File: src/verilog/upmc_defines.svh
// Constants for the USB power mode control block
// Assumes inclusion by the package, the top module and the checker only
`ifndef UPMC_DEFINES_SVH
`define UPMC_DEFINES_SVH
`define UPMC_PWR_ON_BIT      0
`define UPMC_SUSPEND_BIT     1
`define UPMC_GUARD_BIT       4
`define UPMC_ACTPND_BIT      7
`define UPMC_AUTO_SUSP_BIT   0
`define UPMC_EYE_BIT         7
`define UPMC_LINE_SE0        2'h0
`define UPMC_LINE_J          2'h1
`define UPMC_LINE_K          2'h2
`define UPMC_RST_PWRC        8'h00
`define UPMC_RST_CNFG1       8'h00
`endif

File: src/verilog/upmc_pkg.sv
// Types for the USB power mode control block
// Assumes the defines header sits beside it
`include "upmc_defines.svh"
package upmc_pkg;
    typedef enum logic [1:0] {
        UPMC_RUN   = 2'b00,
        UPMC_IDLE  = 2'b01,
        UPMC_SLEEP = 2'b10
    } upmc_cpu_mode_t;
    typedef logic [1:0] upmc_line_t;
endpackage

File: src/verilog/upmc_usb_power_mode_control.sv
// Power mode control for the USB module: clock and oscillator gating,
// suspend, sleep guard, eye pattern transmitter and reset defaults.
// Assumes synchronous inputs on clk and a CPU power manager that
// requests Sleep or Idle on cpu_mode_req and honours the wake and block outputs.
//
// How it works
// [RULE_01] Sleep keeps USB module clock running
// [RULE_02] Shared oscillator: CPU cut, oscillator kept
// [RULE_03] Separate source: CPU source off, USB kept
// [RULE_04] Suspend request bit suspends module
// [RULE_05] Auto suspend bit suspends on Sleep
// [RULE_06] Suspended and shared: oscillator off in Sleep
// [RULE_07] Not shared: oscillator off on suspend
// [RULE_08] Guard bit turns activity into wake event
// [RULE_09] Software polls pending flag before Sleep
// [RULE_10] Pending flag set and cleared by hardware
// [RULE_11] Idle, stop clear: only CPU clock gated
// [RULE_12] Idle, stop clear: enabled interrupt wakes CPU
// [RULE_13] Idle, stop set: CPU and USB gated
// [RULE_14] Gated Idle: bus activity wakes CPU
// [RULE_15] Software uses fast RC only on idle bus
// [RULE_16] Eye bit sends endless J-K pattern
// [RULE_17] Eye pattern needs power, clock, no suspend/freeze
// [RULE_18] Software never runs eye test live
// [RULE_19] Software sleeps only when disabled or suspended
// [RULE_20] Every reset restores register defaults
// [RULE_21] Descriptor table and buffers undefined after reset
// [RULE_22] Clearing eye bit returns line to idle
`timescale 1ns/1ps
`include "upmc_defines.svh"

module upmc_usb_power_mode_control (
    // Clock and reset
    input  wire logic                    clk,
    input  wire logic                    rst_n,
    // Register writes from the CPU
    input  wire logic                    pwrc_wr,
    input  wire logic [7:0]              pwrc_wdata,
    input  wire logic                    cnfg1_wr,
    input  wire logic [7:0]              cnfg1_wdata,
    // CPU power manager
    input  wire upmc_pkg::upmc_cpu_mode_t cpu_mode_req,
    input  wire logic                    stop_in_idle_bit,
    input  wire logic                    osc_shared,
    input  wire logic                    freeze,
    input  wire logic                    clk48_en,
    // USB side events
    input  wire logic                    bus_activity,
    input  wire logic                    usb_irq_enabled,
    // Register readback
    output logic [7:0]                   pwrc_rdata,
    output logic [7:0]                   cnfg1_rdata,
    // Clock and oscillator controls
    output logic                         cpu_clk_en,
    output logic                         usb_clk_en,
    output logic                         posc_en,
    output logic                         cpu_src_en,
    output logic                         usb_suspended,
    // Wake and guard
    output logic                         wake_event,
    output logic                         sleep_blocked,
    // Eye pattern line
    output upmc_pkg::upmc_line_t         tx_line,
    output logic                         tx_oe
);
    import upmc_pkg::*;

    logic       rst_s1_r;
    logic       rst_s2_r;

    always_ff @(posedge clk or negedge rst_n) begin
        if (!rst_n) begin
            rst_s1_r <= 1'b0;
            rst_s2_r <= 1'b0;
        end else begin
            rst_s1_r <= 1'b1;
            rst_s2_r <= rst_s1_r;
        end
    end

    logic [7:0]     pwrc_r, pwrc_nxt;
    logic [7:0]     cnfg1_r, cnfg1_nxt;
    logic           cpu_clk_en_r, cpu_clk_en_nxt;
    logic           usb_clk_en_r, usb_clk_en_nxt;
    logic           posc_en_r, posc_en_nxt;
    logic           cpu_src_en_r, cpu_src_en_nxt;
    logic           susp_r, susp_nxt;
    logic           wake_r, wake_nxt;
    logic           blocked_r, blocked_nxt;
    upmc_line_t     line_r, line_nxt;
    logic           oe_r, oe_nxt;
    logic           sleeping, idling, guard, pending, eye_ok;

    always_comb begin
        sleeping = (cpu_mode_req == UPMC_SLEEP);
        idling   = (cpu_mode_req == UPMC_IDLE);
        pwrc_nxt  = pwrc_r;
        cnfg1_nxt = cnfg1_r;
        if (pwrc_wr) begin
            pwrc_nxt = pwrc_wdata;
            // [RULE_10] Pending flag hardware only
            pwrc_nxt[`UPMC_ACTPND_BIT] = pwrc_r[`UPMC_ACTPND_BIT];
        end
        if (cnfg1_wr) begin
            cnfg1_nxt = cnfg1_wdata;
        end
        guard = pwrc_r[`UPMC_GUARD_BIT];
        // [RULE_10] Set on activity, cleared when quiet
        pending = bus_activity;
        pwrc_nxt[`UPMC_ACTPND_BIT] = pending;

        // [RULE_04] Software suspend request
        // [RULE_05] Automatic suspend on Sleep
        susp_nxt = pwrc_r[`UPMC_SUSPEND_BIT]
                   | (cnfg1_r[`UPMC_AUTO_SUSP_BIT] & sleeping);

        // [RULE_08] Guard blocks Sleep with wake event
        blocked_nxt = guard & sleeping & (bus_activity | pwrc_r[`UPMC_ACTPND_BIT]);
        wake_nxt    = blocked_nxt;
        if (idling) begin
            // [RULE_12] Enabled interrupt ends Idle
            if (!stop_in_idle_bit && usb_irq_enabled) begin
                wake_nxt = 1'b1;
            end
            // [RULE_14] Bus activity ends gated Idle
            if (stop_in_idle_bit && bus_activity) begin
                wake_nxt = 1'b1;
            end
        end

        cpu_clk_en_nxt = 1'b1;
        usb_clk_en_nxt = 1'b1;
        posc_en_nxt    = 1'b1;
        cpu_src_en_nxt = 1'b1;
        if (sleeping && !blocked_nxt) begin
            // [RULE_01] USB clock kept in Sleep
            cpu_clk_en_nxt = 1'b0;
            if (osc_shared) begin
                // [RULE_02] Oscillator kept for USB
                // [RULE_06] Off once suspended
                posc_en_nxt = !susp_nxt;
                usb_clk_en_nxt = !susp_nxt;
            end else begin
                // [RULE_03] CPU source off, USB source kept
                cpu_src_en_nxt = 1'b0;
            end
        end else if (idling) begin
            // [RULE_11] Only CPU clock gated
            cpu_clk_en_nxt = 1'b0;
            // [RULE_13] USB clock gated too
            usb_clk_en_nxt = !stop_in_idle_bit;
        end
        if (!osc_shared && susp_nxt) begin
            // [RULE_07] Unshared oscillator off on suspend
            posc_en_nxt    = 1'b0;
            usb_clk_en_nxt = 1'b0;
        end

        // [RULE_17] Eye pattern preconditions
        eye_ok = cnfg1_r[`UPMC_EYE_BIT] & pwrc_r[`UPMC_PWR_ON_BIT] & clk48_en
                 & !pwrc_r[`UPMC_SUSPEND_BIT] & !freeze;
        if (eye_ok) begin
            // [RULE_16] Alternate J and K without end
            line_nxt = (line_r == `UPMC_LINE_J) ? `UPMC_LINE_K : `UPMC_LINE_J;
            oe_nxt   = 1'b1;
        end else begin
            // [RULE_22] Back to idle J, released
            line_nxt = `UPMC_LINE_J;
            oe_nxt   = 1'b0;
        end
    end

    // [RULE_20] Every reset restores defaults
    always_ff @(posedge clk or negedge rst_s2_r) begin
        if (!rst_s2_r) begin
            pwrc_r       <= `UPMC_RST_PWRC;
            cnfg1_r      <= `UPMC_RST_CNFG1;
            cpu_clk_en_r <= 1'b1;
            usb_clk_en_r <= 1'b1;
            posc_en_r    <= 1'b1;
            cpu_src_en_r <= 1'b1;
            susp_r       <= 1'b0;
            wake_r       <= 1'b0;
            blocked_r    <= 1'b0;
            line_r       <= `UPMC_LINE_J;
            oe_r         <= 1'b0;
        end else begin
            pwrc_r       <= pwrc_nxt;
            cnfg1_r      <= cnfg1_nxt;
            cpu_clk_en_r <= cpu_clk_en_nxt;
            usb_clk_en_r <= usb_clk_en_nxt;
            posc_en_r    <= posc_en_nxt;
            cpu_src_en_r <= cpu_src_en_nxt;
            susp_r       <= susp_nxt;
            wake_r       <= wake_nxt;
            blocked_r    <= blocked_nxt;
            line_r       <= line_nxt;
            oe_r         <= oe_nxt;
        end
    end

    assign pwrc_rdata    = pwrc_r;
    assign cnfg1_rdata   = cnfg1_r;
    assign cpu_clk_en    = cpu_clk_en_r;
    assign usb_clk_en    = usb_clk_en_r;
    assign posc_en       = posc_en_r;
    assign cpu_src_en    = cpu_src_en_r;
    assign usb_suspended = susp_r;
    assign wake_event    = wake_r;
    assign sleep_blocked = blocked_r;
    assign tx_line       = line_r;
    assign tx_oe         = oe_r;

endmodule // upmc_usb_power_mode_control

File: config.mk
export PLATFORM = sky130hd
export DESIGN_NAME = upmc_usb_power_mode_control
export DESIGN_NICKNAME = d
export VERILOG_FILES = /design/src/verilog/upmc_pkg.sv /design/src/verilog/upmc_usb_power_mode_control.sv
export VERILOG_INCLUDE_DIRS = /design/src /design/src/verilog
export SDC_FILE = /design/constraint.sdc
export NUM_CORES = 1
export LEC_CHECK = 0
export BUFFER_PORTS_ARGS = -buffer_cell sky130_fd_sc_hd__buf_2
export CORE_MARGIN = 4
export CORE_UTILIZATION = 43
export CTS_CLUSTER_DIAMETER = 40
export CTS_CLUSTER_SIZE = 14
export DETAILED_ROUTE_END_ITERATION = 7
export PLACE_DENSITY = 0.79
export SLEW_MARGIN = 20
export SYNTH_ARGS = -nofsm -noshare
export SYNTH_HDL_FRONTEND = slang
export SYNTH_SLANG_ARGS = --single-unit
File: constraint.sdc
create_clock -name clk -period 0.9 [get_ports clk]
set_input_delay 0.045 -clock clk [delete_from_list [all_inputs] [get_ports clk]]
set_output_delay 0.045 -clock clk [all_outputs]
set_load 0.01 [all_outputs]
# Word level (Yosys, flattened, before mapping)
# Cells that the tools add are included.
[word_totals]
regBits = 28
latchBits = 0
ramBits = 0
mem_bits_ro = 0
input_bits = 28
out_inout_bits = 26
elab_cells = 52
mem_count = 0
[op_classes]
addsub = 0
n_mul = 0
div_mod_pow = 0
order_cmp = 0
eq_ne = 3
shifts = 0
muxes = 16
n_bitwise = 9
n_reduce_logical = 10
[ops]
columns = ["cell", "count"]
rows = [
  ["$mux 1", 14],
  ["$and 1x1->1", 7],
  ["$logic_not 1->1", 6],
  ["$eq 2x1->1 const B", 2],
  ["$logic_and 1x1->1", 4],
  ["$mux 2", 2],
  ["$eq 2x2->1 const B", 1],
  ["$or 1x1->1", 2],
]

# Longest topological paths before layout
[logic_depth]
depth_word = 7
ltp_mapped = 3
depth_no_buf = 3

# Least setup slack after synthesis
# OpenSTA, ideal clock, no wires.
[synth_path]
kind = "register to register"
from = "register pwrc_r[1], in the netlist pwrc_rdata[1]"
to = "register line_r[0], in the netlist tx_line[0]"
setup_time_ps = 88
t_arrival_ps = 1000
required_ps = 812
setup_slack_ps = -188
stages_incl_launch_ff = 4
n_path_buf = 0
synth_period_minus_slack_ps = 1088
cell_sequence = "dfrtp_1 nor2_1 nand4_1 or3b_1"
[synth_between]
elab_chain_len = 4
[synth_rtl]
columns = ["element", "line_no", "source"]
rows = [
  ["start, declared", "upmc_usb_power_mode_control.sv:81", "logic [7:0] pwrc_r, pwrc_nxt;"],
  ["start signal, assigned", "upmc_usb_power_mode_control.sv:176", "pwrc_r <= `UPMC_RST_PWRC;"],
  ["start signal, assigned", "upmc_usb_power_mode_control.sv:188", "pwrc_r <= pwrc_nxt;"],
  ["$logic_not 1->1", "upmc_usb_power_mode_control.sv:161", "& !pwrc_r[`UPMC_SUSPEND_BIT] & !freeze;"],
  ["$and 1x1->1 (2 in a row)", "upmc_usb_power_mode_control.sv:160", "eye_ok = cnfg1_r[`UPMC_EYE_BIT] & pwrc_r[`UPMC_PWR_ON_BIT] & clk48_en"],
  ["$mux 2", "upmc_usb_power_mode_control.sv:162", "if (eye_ok) begin"],
  ["named net line_nxt[0]", "upmc_usb_power_mode_control.sv:90", "upmc_line_t line_r, line_nxt;"],
  ["end signal, assigned", "upmc_usb_power_mode_control.sv:185", "line_r <= `UPMC_LINE_J;"],
  ["end signal, assigned", "upmc_usb_power_mode_control.sv:197", "line_r <= line_nxt;"],
  ["end, declared", "upmc_usb_power_mode_control.sv:90", ""],
]
# The timed path passes the listed nets, and every way through them passes these cells.
# A chain may end at the register's enable or synchronous reset.

# Worst setup path in the final report
[layout_path]
from = "register line_r[0], in the netlist tx_line[0]"
to = "output port tx_line[0]"
[layout_rtl]
columns = ["element", "line_no", "source"]
rows = [
  ["end, declared", "upmc_usb_power_mode_control.sv:63", "output upmc_pkg::upmc_line_t tx_line,"],
]
# No word-level cell between the ends.

==> flow_summary_export.csv <==
group,metric,value,unit
synth,synth_top_family_by_area,"multiplexers",
global_route,grt_remaining_overflow,0,
status,violations,"setup timing",
critical_path,worstPathRequired,850,ps
synth,synth_flop_cell,"dfrtp_1",
critical_path,cp_slowest_cell,"dfstp_2",
critical_path,max_stage_delay,570,ps
timing,finalCritPeriodShare,122,%
synth,netlist-cell-type-count,20,
power,vdd_drop_max,1120,uV
synth,async_flop_share,100,%
critical_path,worstReg2RegStart,"pwrc_rdata[1]",
route,ant_nets,0,
critical_path,r2r-end,"tx_line[0]",
critical_path,cp_cell_sequence,"buf_6 > buf_6",
timing,setup_slack,-199,ps
clock_network,cts.clk_slew.worst_paths,130,ps
final_layout,layout-drive-gt1-share,65.5,%
synth,synth-simple-area-share,6.17,%
timing,setup_viol,23,
critical_path,rr_worst_depth,3,
synth,yosysMostFrequentCell,"dfrtp_1",
final_layout,syn2layout_area_growth,68.0,%
floorplan,design.die.area,3200,sq um
synth,synth_top_area_cell,"dfrtp_1",
global_route,grt_pass1_vias,902,
route,wirelength,2550,um
synth,synth_area_leaders,"dfrtp_1 57%, mux2_2 18%, dfstp_2 13%",
synth,syn_area_per_cell,15.8,sq um
final_layout,fin_nets,177,
global_route,antenna_found_initial,0,
route,routedWlPerCell,14.5,um
clock_network,cts_tree,"built",
power,p_per_area,1470,nW/um^2
route,drc,0,
critical_path,path_delay_family,"flip-flops",
placed_design,io_buffers,52,
final_layout,n_fill_cell,142,
placed_design,place_congestion,0.806,
synth,syn_inst,64,
critical_path,path_buf_inv,2,
timing,fmax,910,MHz
synth,yosysWarningCount,0,
clock_network,cts_made_buffers,3,
synth,synth_xor_xnor_area_share,0,%
floorplan,num_rows,17,
critical_path,worst-r2r-setup-slack,-140,ps
placed_design,dpl.hpwl,1590,um
route,via_count,820,
critical_path,startpoint_type,"flip-flop",
critical_path,cp.depth,2,
synth,synth.area.mux_share,17.8,%
job,drv_cap,0,
synth,synth_common_cells,"23 x dfrtp_1, 16 x mux2_2, 5 x dfstp_2",
synth,synth_seq_cells,28,
critical_path,endpoint,"tx_line[0]",
floorplan,die_y,56.6,um
floorplan,fp.dieW,56.6,um
floorplan,start_util,45.4,%
timing,skew,4.02,ps
final_layout,final_util,76.2,%
timing,maxSlewViolCount,0,
floorplan,io_pins,54,
timing,hold_slack,28.8,ps
route,routed_via_density,4.66,
synth,synth-compound-area-share,4.20,%
synth,synth_fp_nets,92,
critical_path,cp_common_cell,"buf_6",
clock_network,cts-root-buf,"clkbuf_4",
synth,synth_edf_count,0,
power,cellLeakagePower,0.837,nW
timing,grt_setup_unrepaired,"yes",
critical_path,crit_start,"tx_line[0]",
route,drtPass1Iterations,3,
clock_network,cts_sinks,28,
final_layout,antenna_cells,0,
synth,synth_top_area_share,56.8,%
timing,period_minus_slack,1100,ps
clock_network,cts_buffer_depth,2,
route,drt_iter0_markers,12,
hold_path,hold_path.class,"in -> async",
synth,yosysSeqAreaShare,69.8,%
critical_path,worstPathArrival,1050,ps
timing,finalHoldViolations,0,
synth,yosys.area_share.adder,0,%
clock_network,clock_latency,300,ps
global_route,grt_usage,16.1,%
global_route,grt_max_degree,19,
power,power,2.50,mW
critical_path,critPathMaxFanout,2,
critical_path,cp-end-kind,"primary output",
global_route,grt_pass1_wl,4110,um
critical_path,path_class,"reg -> out",
clock_network,htreeDepth,1,
floorplan,fp.coreArea,2230,sq um
status,status,"finished, violations left",
synth,syn_area,1010,sq um
-- layout make-up --
cell class                 count  area, sq um  share of cell area, %
inverter                       2         7.51                  0.441
clock buffer                   4         26.3                   1.54
sequential                    28          707                   41.5
multi-input combinational     32          324                   19.0
timing repair buffer          82          603                   35.4
tap                           28         35.0                   2.06
-- cells by family (layout without fill, tap and decap cells) --
| logic type | count (synthesis) | in the layout |
|---|---|---|
| flip-flops | 28 | 28 |
| multiplexers | 16 | 16 |
| AND/OR/NAND/NOR | 9 | 9 |
| AO/OA/AOI/OAI | 6 | 6 |
| buffers and inverters | 4 | 88 |
| other | 1 | 1 |
-- what timing repair did --
action	4_1_cts	5_1_grt
resized for setup	13	5
buffers inserted	2	3
endpoints found under the setup margin	20	37
pin swaps	4	1
hold endpoints to repair	20	0
hold buffers	19	0
-- power breakdown --
| group | leakage (nW) | switching (mW) | internal [mW] | total (mW) |
|---|---|---|---|---|
| sequential | 0.329 | 0.0534 | 1.37 | 1.43 |
| clock | 0.0150 | 0.320 | 0.173 | 0.493 |
| combinational | 0.493 | 0.235 | 0.344 | 0.580 |
| total | 0.837 | 0.609 | 1.89 | 2.50 |
-- registers in the layout (all words and copies together), names as in the netlist --
signal         cells
wake_event         1
cnfg1_rdata        8
rst_s1_r           1
tx_oe              1
tx_line            2
usb_suspended      1
usb_clk_en         1
cpu_clk_en         1
sleep_blocked      1
rst_s2_r           1
posc_en            1
cpu_src_en         1
pwrc_rdata         8
-- how the worst min path moves through the flow --
stage | startpoint | to | slack, ps | cells after the start
after detailed placement | rst_n | rst_s1_r | -160 | 1
after CTS | rst_n | rst_s1_r | 20 | 2
after global routing | rst_n | rst_s1_r | 10 | 2
after floorplan | rst_n | rst_s1_r | -250 | 0
after global placement | rst_n | rst_s1_r | -170 | 1
final | rst_n | rst_s2_r | 30 | 2
-- cells in the final DEF (no fill, tap or decap) --
master and instances:
nor2b_2 2, inv_2 1, buf_12 1, nor2_1 1, or2_4 1, dlygate4sd3_1 19
or3b_1 1, a21oi_4 1, buf_4 8, a2bb2oi_2 1, clkbuf_1 1, nor3b_2 1
a21oi_2 1, buf_6 10, clkbuf_4 3, inv_1 1, and2b_1 1, o21ai_2 1
dfstp_2 5, buf_2 44, nand4_1 1, a21o_1 1, nand3b_1 1, conb_1 1
a21boi_2 1, dfrtp_1 23, mux2_2 16
-- routing by layer --
layer / vias up / part of all wire [%] / track usage (%)
li1: 387 / - / -
met1: 394 / 36 / 18.2
met2: 35 / 56 / 31.7
met3: 4 / 6.5 / 2.99
met4: 0 / 1.5 / 2.03
met5: - / 0 / 0
-- through the flow --
stage	cells	cell area [sq um]	setup slack, ps	setup TNS [ps]
detailed placement	148	1350	-114	-320
floorplan	64	1020	-161	-222
global placement	148	1350	-80.5	-190
CTS	173	1650	-206	-1190
global route	176	1700	-249	-2900
finish	176	1700	-199	-1330
-- worst register-to-register path: stages (launching register included) --
cell	delay (ps)
dfrtp_1	410
nor2_1	100
nand4_1	100
or3b_1	360
Note: power is estimated with default switching activity, not from simulation.
